===== config.mk =====
export PLATFORM = sky130hd
export DESIGN_NAME = transient_detect
export DESIGN_NICKNAME = d
export VERILOG_FILES = /design/src/common/transient_pkg.sv /design/src/hw/hp_filter.sv /design/src/hw/axis_compare.sv /design/src/hw/transient_detect.sv
export VERILOG_INCLUDE_DIRS = /design/src /design/src/common
export SDC_FILE = /design/constraint.sdc
export NUM_CORES = 1
export LEC_CHECK = 0
export ABC_AREA = 1
export BUFFER_PORTS_ARGS = -buffer_cell sky130_fd_sc_hd__buf_2
export CAP_MARGIN = 20
export CORE_MARGIN = 4
export CORE_UTILIZATION = 25
export CTS_BUF_LIST = sky130_fd_sc_hd__clkbuf_4 sky130_fd_sc_hd__clkbuf_8 sky130_fd_sc_hd__clkbuf_16
export DETAILED_ROUTE_END_ITERATION = 6
export PLACE_DENSITY_LB_ADDON = 0.25
export RECOVER_POWER = 100
export SLEW_MARGIN = 25
export SYNTH_ARGS = -nofsm -noshare
export SYNTH_HDL_FRONTEND = slang
export SYNTH_HIERARCHICAL = 1
export SYNTH_SLANG_ARGS = --single-unit

===== constraint.sdc =====
create_clock -name CLK -period 3.13 [get_ports CLK]
set_clock_uncertainty 0.05 [all_clocks]
set_input_delay 0.313 -clock CLK [delete_from_list [all_inputs] [get_ports CLK]]
set_output_delay 0.313 -clock CLK [all_outputs]
set_load 0.02 [all_outputs]

===== src/common/transient_map.svh =====
// Register indices, field positions, reset values and constants of the transient detector.
`ifndef TRANSIENT_MAP_SVH
`define TRANSIENT_MAP_SVH

// Register indices; the byte address of each register is four times its index.
`define TD_IDX_CONFIG 8'h1D
`define TD_IDX_SOURCE 8'h1E
`define TD_IDX_THRESH 8'h1F
`define TD_IDX_COUNT 8'h20
`define TD_IDX_DEBUG 8'h3F

// Reset values.
`define TD_RST_CONFIG 8'h00
`define TD_RST_SOURCE 8'h00
`define TD_RST_THRESH 8'h00
`define TD_RST_COUNT 8'h00

// Field positions of the configuration register.
`define TD_CFG_LATCH_BIT 4
`define TD_CFG_BYPASS_BIT 0

// Field positions of the source register.
`define TD_SRC_ACTIVE_BIT 6

// Field position of the counter mode bit in the threshold register.
`define TD_THS_MODE_BIT 7

// Sample and filter widths.
`define TD_SAMPLE_W 14
`define TD_FILT_W 16
`define TD_HPF_SHIFT 4
`define TD_ACC_W 20

// One threshold step is 63 mg; with 14-bit samples at +/-8 g one step is 64 counts.
`define TD_TH_SHIFT 6

`endif


===== src/common/transient_pkg.sv =====
// Types shared by the transient detector files.
package transient_pkg;

  typedef logic [2:0][13:0] axes_type;

  typedef struct packed {
    logic [2:0] unused;
    logic latch_en;
    logic [2:0] axis_en;
    logic hpf_bypass;
  } config_type;

  typedef struct packed {
    logic flag;
    logic pol;
  } axis_status_type;

  typedef struct packed {
    logic unused;
    logic any_event_active;
    axis_status_type [2:0] axis;
  } source_type;

  typedef struct packed {
    logic debounce_counter_mode;
    logic [6:0] ac_threshold_value;
  } thresh_type;

  typedef struct packed {
    logic pending;
    logic [7:0] idx;
  } write_phase_type;

endpackage : transient_pkg


===== src/hw/hp_filter.sv =====
// First-order high-pass filter for one acceleration axis, with bypass.
`include "transient_map.svh"

module hp_filter (
  input wire logic clk,
  input wire logic reset,
  input wire logic bypass,
  input wire logic in_valid,
  input wire logic [13:0] in_data,
  output logic out_valid,
  output logic [15:0] out_data
);

  logic signed [`TD_ACC_W-1:0] acc;
  logic signed [`TD_ACC_W-1:0] next_acc;
  logic [15:0] next_out;
  logic signed [15:0] wide_in;
  logic signed [15:0] avg;
  logic signed [15:0] diff;

  always_comb begin
    wide_in = 16'($signed(in_data));
    avg = 16'(acc >>> `TD_HPF_SHIFT);
    diff = wide_in - avg;
    next_acc = acc;
    next_out = out_data;
    if (in_valid) begin
      if (bypass) begin
        // Preloading the average avoids a step at the output when the filter is re-enabled.
        next_acc = `TD_ACC_W'(wide_in) <<< `TD_HPF_SHIFT;
        next_out = wide_in;
      end else begin
        next_acc = acc + `TD_ACC_W'(diff);
        next_out = diff;
      end
    end
  end

  always_ff @(posedge clk) begin
    if (reset) begin
      acc <= '0;
      out_data <= 16'h0000;
      out_valid <= 1'b0;
    end else begin
      acc <= next_acc;
      out_data <= next_out;
      out_valid <= in_valid;
    end
  end

  a_bypass_raw: assert property (@(posedge clk) disable iff (reset)
    in_valid && bypass |=> out_data == 16'($signed($past(in_data))))
    else $error("bypassed filter output differs from raw sample");

endmodule : hp_filter


===== src/hw/axis_compare.sv =====
// Magnitude and sign compare of one filtered axis against the transient threshold.
`include "transient_map.svh"

module axis_compare (
  input wire logic [15:0] data,
  input wire logic [6:0] threshold,
  output logic above,
  output logic negative
);

  logic [15:0] magnitude;
  logic [15:0] limit;

  always_comb begin
    negative = data[15];
    magnitude = negative ? 16'(-data) : data;
    limit = 16'(threshold) << `TD_TH_SHIFT;
    above = magnitude > limit;
  end

endmodule : axis_compare


===== src/hw/transient_detect.sv =====
// Transient acceleration event detector with its AHB-Lite register slave.
//
// Our own choice: the AHB-Lite interface to the registers.
`include "transient_map.svh"

module transient_detect (
  input wire logic CLK,
  input wire logic RESET,
  input wire logic HSEL,
  input wire logic [31:0] HADDR,
  input wire logic [1:0] HTRANS,
  input wire logic HWRITE,
  input wire logic [2:0] HSIZE,
  input wire logic [31:0] HWDATA,
  input wire logic HREADY,
  output logic HREADYOUT,
  output logic HRESP,
  output logic [31:0] HRDATA,
  input wire logic SAMPLE_VALID,
  input wire transient_pkg::axes_type SAMPLE_DATA,
  output logic EVENT_ACTIVE
);

  // Bus state.
  transient_pkg::write_phase_type wphase;
  transient_pkg::write_phase_type next_wphase;
  logic [31:0] rdata;
  logic [31:0] next_rdata;
  logic take;
  logic mapped;
  logic [7:0] idx;
  logic rd_clear;

  // Software registers.
  transient_pkg::config_type cfg;
  transient_pkg::config_type next_cfg;
  transient_pkg::thresh_type ths;
  transient_pkg::thresh_type next_ths;
  logic [7:0] debounce_count_value;
  logic [7:0] next_debounce_count_value;

  // Detector state.
  transient_pkg::source_type src;
  transient_pkg::source_type next_src;
  transient_pkg::source_type live;
  logic [7:0] dbc;
  logic [7:0] next_dbc;
  logic cond;
  logic fire;
  logic tick;

  // Per-axis datapath.
  logic [2:0] fvalid;
  logic [2:0][15:0] fdata;
  logic [2:0] above;
  logic [2:0] negative;

  // Address phase decode; transfers are always accepted without wait states.
  always_comb begin
    take = HSEL && HREADY && HTRANS[1];
    mapped = HADDR[31:10] == 22'h000000;
    idx = HADDR[9:2];
    rd_clear = take && !HWRITE && mapped && idx == `TD_IDX_SOURCE;
  end

  assign HREADYOUT = 1'b1;
  assign HRESP = 1'b0;
  assign HRDATA = rdata;
  assign EVENT_ACTIVE = src.any_event_active;

  function automatic logic [31:0] read_mux(input logic hit, input logic [7:0] i,
                                           input logic [31:0] cfg_w, input logic [31:0] src_w,
                                           input logic [31:0] ths_w, input logic [31:0] cnt_w,
                                           input logic [31:0] dbg_w);
    logic [31:0] value;
    value = 32'h00000000;
    if (hit) begin
      unique case (i)
        `TD_IDX_CONFIG: value = cfg_w;
        `TD_IDX_SOURCE: value = src_w;
        `TD_IDX_THRESH: value = ths_w;
        `TD_IDX_COUNT: value = cnt_w;
        `TD_IDX_DEBUG: value = dbg_w;
        default: value = 32'h00000000;
      endcase
    end
    return value;
  endfunction : read_mux

  always_comb begin
    next_wphase.pending = take && HWRITE && mapped;
    next_wphase.idx = idx;
    next_rdata = rdata;
    if (take && !HWRITE) begin
      // Read data are captured at the address phase, so a read right after a write
      // to the same register returns the value from before that write.
      next_rdata = read_mux(mapped, idx, 32'(cfg), 32'(src), 32'(ths),
                            32'(debounce_count_value), 32'(dbc));
    end
  end

  always_ff @(posedge CLK) begin
    if (RESET) begin
      wphase <= '0;
      rdata <= 32'h00000000;
    end else begin
      wphase <= next_wphase;
      rdata <= next_rdata;
    end
  end

  // Register writes commit at the end of the data phase; size is not checked.
  always_comb begin
    next_cfg = cfg;
    next_ths = ths;
    next_debounce_count_value = debounce_count_value;
    if (wphase.pending) begin
      unique case (wphase.idx)
        `TD_IDX_CONFIG: begin
          next_cfg = transient_pkg::config_type'(HWDATA[7:0]);
          next_cfg.unused = 3'h0;
        end
        `TD_IDX_THRESH: next_ths = transient_pkg::thresh_type'(HWDATA[7:0]);
        `TD_IDX_COUNT: next_debounce_count_value = HWDATA[7:0];
        default: next_cfg = cfg;
      endcase
    end
  end

  always_ff @(posedge CLK) begin
    if (RESET) begin
      cfg <= transient_pkg::config_type'(`TD_RST_CONFIG);
      ths <= transient_pkg::thresh_type'(`TD_RST_THRESH);
      debounce_count_value <= `TD_RST_COUNT;
    end else begin
      cfg <= next_cfg;
      ths <= next_ths;
      debounce_count_value <= next_debounce_count_value;
    end
  end

  for (genvar a = 0; a < 3; a++) begin : g_axis
    hp_filter u_filter (
      .clk(CLK),
      .reset(RESET),
      .bypass(cfg.hpf_bypass),
      .in_valid(SAMPLE_VALID),
      .in_data(SAMPLE_DATA[a]),
      .out_valid(fvalid[a]),
      .out_data(fdata[a])
    );
    axis_compare u_compare (
      .data(fdata[a]),
      .threshold(ths.ac_threshold_value),
      .above(above[a]),
      .negative(negative[a])
    );
  end

  // Debounce counter and event decision, one step per filtered sample.
  always_comb begin
    tick = &fvalid;
    cond = |(above & cfg.axis_en);
    next_dbc = dbc;
    fire = 1'b0;
    if (tick) begin
      if (cond) begin
        if (dbc < debounce_count_value) begin
          next_dbc = dbc + 8'h01;
        end
        fire = next_dbc >= debounce_count_value;
      end else if (ths.debounce_counter_mode) begin
        next_dbc = 8'h00;
      end else if (dbc != 8'h00) begin
        next_dbc = dbc - 8'h01;
      end
    end
  end

  // Source register update.
  always_comb begin
    live = '0;
    for (int a = 0; a < 3; a++) begin
      live.axis[a].flag = fire && above[a] && cfg.axis_en[a];
      live.axis[a].pol = live.axis[a].flag && negative[a];
    end
    live.any_event_active = live.axis[0].flag || live.axis[1].flag || live.axis[2].flag;
    next_src = src;
    if (!cfg.latch_en) begin
      if (tick) begin
        next_src = live;
      end
    end else begin
      if (rd_clear) begin
        next_src = '0;
      end
      // A new event in the cycle of the clearing read wins over the clear.
      if (fire && (!src.any_event_active || rd_clear)) begin
        next_src = live;
      end
    end
  end

  always_ff @(posedge CLK) begin
    if (RESET) begin
      dbc <= 8'h00;
      src <= transient_pkg::source_type'(`TD_RST_SOURCE);
    end else begin
      dbc <= next_dbc;
      src <= next_src;
    end
  end

  a_reset_values: assert property (@(posedge CLK)
    RESET |=> 8'(cfg) == `TD_RST_CONFIG && 8'(src) == `TD_RST_SOURCE)
    else $error("configuration or source not zero after reset");

  a_source_layout: assert property (@(posedge CLK) disable iff (RESET)
    rd_clear |=> rdata == {24'h000000, $past(8'(src))})
    else $error("source read did not return the source flags");

  a_active_is_or: assert property (@(posedge CLK) disable iff (RESET)
    src.any_event_active == (src.axis[0].flag || src.axis[1].flag || src.axis[2].flag))
    else $error("active bit differs from OR of axis flags");

  a_pol_needs_flag: assert property (@(posedge CLK) disable iff (RESET)
    tick && cfg.latch_en == 1'b0 |=> (src.axis[0].pol -> src.axis[0].flag)
    && (src.axis[0].pol == ($past(negative[0]) && src.axis[0].flag)))
    else $error("X polarity does not match direction of the event");

  a_disabled_axis: assert property (@(posedge CLK) disable iff (RESET)
    fire |-> |(above & cfg.axis_en))
    else $error("event raised with no enabled axis above threshold");

  a_fire_at_count: assert property (@(posedge CLK) disable iff (RESET)
    tick && cond && dbc + 9'h001 >= 9'(debounce_count_value) |-> fire)
    else $error("event not raised when debounce count reached");

  a_count_step: assert property (@(posedge CLK) disable iff (RESET)
    !tick |=> dbc == $past(dbc))
    else $error("debounce counter moved without a sample");

  a_counter_clear: assert property (@(posedge CLK) disable iff (RESET)
    tick && !cond && ths.debounce_counter_mode |=> dbc == 8'h00)
    else $error("debounce counter not cleared in clear mode");

  a_counter_dec: assert property (@(posedge CLK) disable iff (RESET)
    tick && !cond && !ths.debounce_counter_mode && dbc != 8'h00
    |=> dbc == $past(dbc) - 8'h01)
    else $error("debounce counter not decremented in decrement mode");

  a_count_limit: assert property (@(posedge CLK) disable iff (RESET)
    tick && cond && dbc < debounce_count_value |=> dbc == $past(dbc) + 8'h01)
    else $error("debounce counter did not advance on qualifying sample");

  a_latch_hold: assert property (@(posedge CLK) disable iff (RESET)
    cfg.latch_en && src.any_event_active && !rd_clear && !wphase.pending
    |=> src == $past(src))
    else $error("latched source changed without a read");

  a_read_clear: assert property (@(posedge CLK) disable iff (RESET)
    cfg.latch_en && rd_clear && !fire && !wphase.pending |=> !src.any_event_active)
    else $error("latched flag not cleared by source read");

  a_live_follow: assert property (@(posedge CLK) disable iff (RESET)
    !cfg.latch_en && tick && !fire && !wphase.pending |=> !src.any_event_active)
    else $error("real-time flag stayed set without a live event");

  a_bypass_path: assert property (@(posedge CLK) disable iff (RESET)
    SAMPLE_VALID && cfg.hpf_bypass |=> fdata[1] == 16'($signed($past(SAMPLE_DATA[1]))))
    else $error("bypass did not pass the raw Y sample");

  a_thresh_scale: assert property (@(posedge CLK) disable iff (RESET)
    above[2] |-> (negative[2] ? 16'(-fdata[2]) : fdata[2])
    > {3'h0, ths.ac_threshold_value, 6'h00})
    else $error("Z axis above flag disagrees with scaled threshold");

endmodule : transient_detect


==> impl_metrics.toml, run 1 <==
[global_routing]
grt_pass1_wl_um = 85400
grt_max_degree = 70
grt_overflow_total = 0
antenna_found_initial = 3
grt_pass1_vias = 16274
track_usage_pct = 15.8

[clock_network]
cts_buffer_depth = 2
cts_tree = "yes"
clock_sinks = 164
path_clk_slew_ns = 0.07
root_buffer = "clkbuf_16"
insertion_delay_ns = 0.48
cts_buffers = 17
htreeDepth = 4

[routing]
met2_length_um = 26000
highest_layer = "met4"
dr_wl_met3_um = 1740
ant_nets = 0
via_per_inst = 4.52
wl_per_cell_um = 14.6
wl_um = 55000
vias = 17006
wl_met1_um = 26300
first_iter_violations = 908
drcViolationCount = 0
first_pass_iters = 6

[power_and_ir_drop]
leakagePower_nw = 10.5
power.total_mw = 24.4
power_density_mw_per_mm2 = 1060
vdd_ir_drop_max_mv = 0.452

[synthesis]
synth_area_leader_cell = "dfxtp_1"
syn-instance-count = 2432
ys_warn_count = 6
synthArstFlopShare_pct = 0
synth-seq-area-share_pct = 20.9
synthDistinctLibCells = 60
avgSynthCellArea_um2 = 6.44
synth_edf_count = 0
ys.flop_type = "dfxtp_1"
syn_area_mm2 = 0.0157
synth_area_leaders = "dfxtp_1, nand2_1, ha_1"
yosys.area.top_type_share_pct = 20.9
ys_ff_latch = 164

[layout]
drive_above_1_share_pct = 36.3
fin_nets = 3192
n_antenna_cell = 0
area_growth_pct = 47.0
nFillCells = 6670
finalNonFillerCells = 3766
ff_latch_area_mm2 = 0.00333
fin_util_pct = 37.2
multi_input_comb_area_mm2 = 0.0130
layout_commonest_cell = "nand2_1"
layout_common_cells = "nand2_1, buf_4, inv_1, a21oi_1, dfxtp_1"

[timing]
min_period_over_period_pct = 101
fmax_mhz = 318
fin_crit_ns = 3.15
grt_setup_unrepaired = "yes"
slew_headroom_pct = 6.98
final.setup.tns_ns = -0.0293
worst_hold_slack_ns = 0.0478
setup_ws_ns = -0.0161
finalSetupViolCount = 3
worst_pin_slew_ns = 1.40
slew_viol_final = 0
hold_violations = 0

[setup_path]
slowest_stage = "dfxtp_1"
path_cells = "ha_4, inv_2, fa_2, nand3_2, nand2_2, a21oi_4, buf_6, buf_6, buf_6, xnor2_4, ha_4, nand2_2, nor2_4, nand4_1, o21ai_4, nand2_2, nand2_1, nand2_1, nand3_1, a21oi_1"
cp.required_ns = 3.41
crit_arrival_ns = 3.43
cp_max_fo = 4
start_kind = "flip-flop"
slowest_delay_ns = 0.37
startpoint = "g_axis[0].u_filter/acc[4]"
end_kind = "flip-flop"
critPathKind = "flip-flop to flip-flop"
worstReg2RegStart = "g_axis[0].u_filter/acc[4]"

[floorplanning]
io_pins = 152
coreArea_mm2 = 0.0619
die_x_um = 258
num_rows = 91
start_util_pct = 25.3
die_area_mm2 = 0.0668
die_y_um = 258

[place]
place_inst = 3686
io_buffers = 95
dp_hpwl_um = 42900
place.gp.congestion = 0.866

[flow_run]
cap_viol_max_count = 0

[worst_hold_path]
hp-class = "input port to flip-flop"
hp-start = "HADDR[6]"

[outcome]
failed_checks = "setup timing"
status = "complete, but fails checks"
## synth_stat cells, drive strengths merged (3+ instances only)
cell / n
or3b: 3
nor3: 30
and3: 3
nand2: 658
ha: 153
clkbuf: 20
o21bai: 17
clkinv: 4
a21o: 15
nand3b: 18
nand4: 27
o21ai: 137
or2: 11
nor2: 190
buf: 51
xnor2: 19
a21oi: 235
inv: 356
nor4: 3
fa: 6
and2: 14
a2bb2oi: 3
nand3: 157
o22ai: 10
nor2b: 3
xor2: 52
a31oi: 53
o21a: 4
dfxtp: 164
## critical path, delay by kind of cell (launching register included)
kind	cells	cell delay [ns]
buffers and inverters	4	0.35
AOI/OAI and AO/OA	3	0.52
xor gates and xnor gates	1	0.08
adders and majority gates	3	0.82
DFF	1	0.37
and+or+nand+nor	9	0.77
## flip-flops by register name, indices dropped and copies added, names as in the netlist
name	count
g_axis.u_filter/acc	60
dbc	8
cfg	5
HRDATA	8
src	6
wphase	9
g_axis.u_filter/out_valid	3
EVENT_ACTIVE	1
g_axis.u_filter/out_data	48
ths	8
debounce_count_value	8
## report_power, final
part	switching [mW]	internal [mW]	leakage, nW	total [mW]
Combinational	9.82	9.05	8.80	18.9
Sequential	0.417	2.60	1.36	3.02
Clock	0.994	1.55	0.330	2.54
## per-layer routing
metal | track usage [%] | vias to the layer above
li1 | - | 8883
met1 | 21.4 | 7803
met2 | 26.6 | 264
met3 | 2.44 | 56
met4 | 3.46 | 0
met5 | 0 | -
## cell families after synthesis
family                     share of synthesized area (%)
adders and majority gates                           13.0
DFF                                                 20.9
other                                             0.0479
AOI/OAI and AO/OA                                   18.2
buffers and inverters                               11.6
xor gates and xnor gates                            4.11
and+or+nand+nor                                     32.1
## area by class of cell
| class | instances | area share (%) |
|---|---|---|
| multi-input combinational | 1859 | 56.4 |
| clock inverter | 12 | 0.983 |
| tap | 837 | 4.55 |
| timing repair buffer | 514 | 15.7 |
| inverter | 360 | 5.88 |
| sequential | 164 | 14.5 |
| clock buffer | 20 | 2.00 |
## through the flow
stage	setup WS, ns	cell area [um^2]
CTS	-0.0258	20900
global placement	-0.402	19600
finish	-0.0161	23000
global route	-0.202	23000
detailed placement	-0.445	19600
floorplan	0.155	15800
## worst paths after layout
path | to | slack (ns) | cells after the start
worst min register to register | HRDATA[0] | 0.42 | 2
worst min-delay path | wphase[4] | 0.05 | 3
worst max register to register | g_axis[0].u_filter/acc[18] | -0.02 | 20
worst max-delay path | g_axis[0].u_filter/acc[18] | -0.02 | 20
## what timing repair did
action                                 CTS  global route
pin swaps                               32           168
hold buffers                             5             0
gates cloned                             0             1
endpoints found under the hold margin    5             0
buffers inserted                         6            36
setup endpoints to repair               47            51
gates resized for setup                103           414
(Power assumes the default switching activity.)
==> run 2: changes to the inputs <==
--- a/config.mk
+++ b/config.mk
@@ -9,9 +9,11 @@
 export ABC_AREA = 1
 export BUFFER_PORTS_ARGS = -buffer_cell sky130_fd_sc_hd__buf_2
 export CAP_MARGIN = 20
+export CORE_ASPECT_RATIO = 1.5
 export CORE_MARGIN = 4
 export CORE_UTILIZATION = 25
 export CTS_BUF_LIST = sky130_fd_sc_hd__clkbuf_4 sky130_fd_sc_hd__clkbuf_8 sky130_fd_sc_hd__clkbuf_16
+export CTS_CLUSTER_DIAMETER = 150
 export DETAILED_ROUTE_END_ITERATION = 6
 export PLACE_DENSITY_LB_ADDON = 0.25
 export RECOVER_POWER = 100
==> run 2 against run 1 <==
  * The flow finishes with violations (capacitance limit, slew limit, setup timing)
  * First-iteration DRC count fell by 27%
  * Combinational power rose by 5%
  * Clock power fell by 9.1%
  * Critical path depth up 6
  * Design area is 0.79% higher
  * Register-to-register slack worse by 0.06 ns
  * Maximum frequency fell by 1.9%
  * Core utilization rose by 0.12 points
==> impl_metrics.toml, run 2 (synthesized netlist as in run 1, its figures left out) <==
[floorplanning]
die_x_um = 212
num_rows = 112
io_pins = 152
coreArea_mm2 = 0.0622
die_y_um = 315
die_area_mm2 = 0.0668
start_util_pct = 25.2

[outcome]
status = "complete, but fails checks"
failed_checks = "capacitance limit, slew limit, setup timing"

[power_and_ir_drop]
leakagePower_nw = 10.7
pwr-share-clk_pct = 9.2
pwr-share-comb_pct = 78.9
p_sw_mw = 11.8
pwr-share-seq_pct = 11.9
power.share.switching_pct = 46.7
power_density_mw_per_mm2 = 1080
power.total_mw = 25.1
p_int_mw = 13.4
vdd_ir_drop_max_mv = 0.465

[global_routing]
antenna_found_initial = 6
grt_pass1_vias = 16919
grt_max_degree = 67
track_usage_pct = 16.8
grt_pass1_wl_um = 89200
grt_overflow_total = 0

[routing]
vias = 17379
wl_um = 58400
ant_nets = 0
first_iter_violations = 665
drcViolationCount = 0
via_per_inst = 4.62
wl_per_cell_um = 15.5
first_pass_iters = 5

[setup_path]
path_buf_inv = 5
critPathKind = "flip-flop to flip-flop"
slowest_stage = "dfxtp_4"
start_kind = "flip-flop"
path_common_cell = "nand2_1"
crit_arrival_ns = 3.56
cp.required_ns = 3.48
cp_max_fo = 6
end_kind = "flip-flop"
cp_top_family = "simple AND/OR/NAND/NOR gates"
slowest_delay_ns = 0.37

[layout]
area_growth_pct = 48.2
top_regs = "g_axis.u_filter/acc: 60 flops, g_axis.u_filter/out_data: 48 flops, wphase: 9 flops"
layout_common_cells = "nand2_1, buf_4, inv_1, a21oi_1, dfxtp_1"
top_register = "g_axis.u_filter/acc"
largest_register_ffs = 60
drive_above_1_share_pct = 37.4
stdcell_area_mm2 = 0.0232
fin_nets = 3225
finalNonFillerCells = 3763
layout_commonest_cell = "nand2_1"

[clock_network]
root_buffer = "clkbuf_16"
htreeDepth = 4
insertion_delay_ns = 0.47
clock_sinks = 164
cts_buffers = 17
ctsHoldBuffers = 0
path_clk_slew_ns = 0.08
cts_buffer_depth = 2
cts_tree = "yes"

[timing]
worst_hold_slack_ns = 0.0435
finalSetupViolCount = 18
slew_viol_final = 39
fmax_mhz = 312
setup_ws_ns = -0.0779
fin_crit_ns = 3.21
slew_headroom_pct = -19.4
grt_setup_unrepaired = "yes"
min_period_over_period_pct = 102
worst_pin_slew_ns = 1.78
hold_violations = 0

[place]
place_area_mm2 = 0.0198
place.gp.congestion = 0.912
place_inst = 3681
io_buffers = 95
dp_hpwl_um = 46200

[flow_run]
cap_viol_max_count = 2

[worst_hold_path]
hp-class = "input port to flip-flop"
[run 2: metrics by stage]
stage,utilization (%),TNS (ns),worst slack [ns]
2_1_floorplan,-,0,0.155
3_3_place_gp,31.9,-12.04,-0.420
3_5_place_dp,31.9,-12.78,-0.435
4_1_cts,33.8,0,0.00143
5_1_grt,37.3,-7.77,-0.321
6_report,37.3,-0.849,-0.0779
[run 2: area by class of cell]
class                      instances  area [um^2]
tap                              798          998
fill                            6691        39000
clock buffer                      20          467
timing repair buffer             547         3940
antenna                            4         10.0
inverter                         360         1360
clock inverter                    11          140
sequential                       164         3320
multi-input combinational       1859        13000
[run 2: worst paths after layout]
kind         slack (ns)  cells after the start                            from         to
max               -0.08                     26  g_axis[2].u_filter/out_data[1]     dbc[3]
min                0.04                      3                        HADDR[5]  wphase[3]
max reg2reg       -0.08                     26  g_axis[2].u_filter/out_data[1]     dbc[3]
min reg2reg        0.42                      2                          src[0]     src[0]
[run 2: repair_timing]
item	in CTS	in global routing
gates cloned	0	1
gates resized for setup	118	417
pin swaps	26	208
buffers inserted	4	43
endpoints found under the setup margin	48	53
endpoints found under the hold margin	0	0
[run 2: worst register-to-register path, stage by stage, from the launching register on]
cell       delay [ns]
dfxtp_4          0.37
buf_6            0.13
nor2_4           0.08
nand2_2          0.09
buf_6            0.13
nor3_4           0.11
nand2_1          0.08
nand2_2          0.08
xnor2_2          0.06
ha_1             0.32
nand2_2          0.09
nor2_2           0.04
buf_4            0.12
o21ai_0          0.06
nand2_1          0.07
nand2_1          0.05
nand2_1          0.04
nand2_1          0.08
nand3_2          0.08
nand2_2          0.09
nand3_4          0.10
nor2_4           0.14
inv_2            0.06
o21ai_4          0.23
clkbuf_16        0.20
a21oi_1          0.05
a21oi_2          0.13
[run 2: power by group through the flow]
stage	combinational, mW	sequential [mW]	clock [mW]
2_1_floorplan	8.39	2.92	0
3_3_place_gp	15.0	2.98	0
3_5_place_dp	14.9	2.98	0
4_1_cts	16.0	2.95	2.38
5_1_grt	21.7	3.05	2.45
6_report	19.8	2.99	2.31
[run 2: layer usage]
| layer | part of all wire, % | global-route usage [%] | up-vias |
|---|---|---|---|
| met5 | 0.012 | 0 | - |
| met3 | 3.1 | 1.93 | 111 |
| met1 | 39 | 18.0 | 7994 |
| met2 | 55 | 33.0 | 326 |
| li1 | - | - | 8946 |
| met4 | 3.7 | 6.36 | 2 |
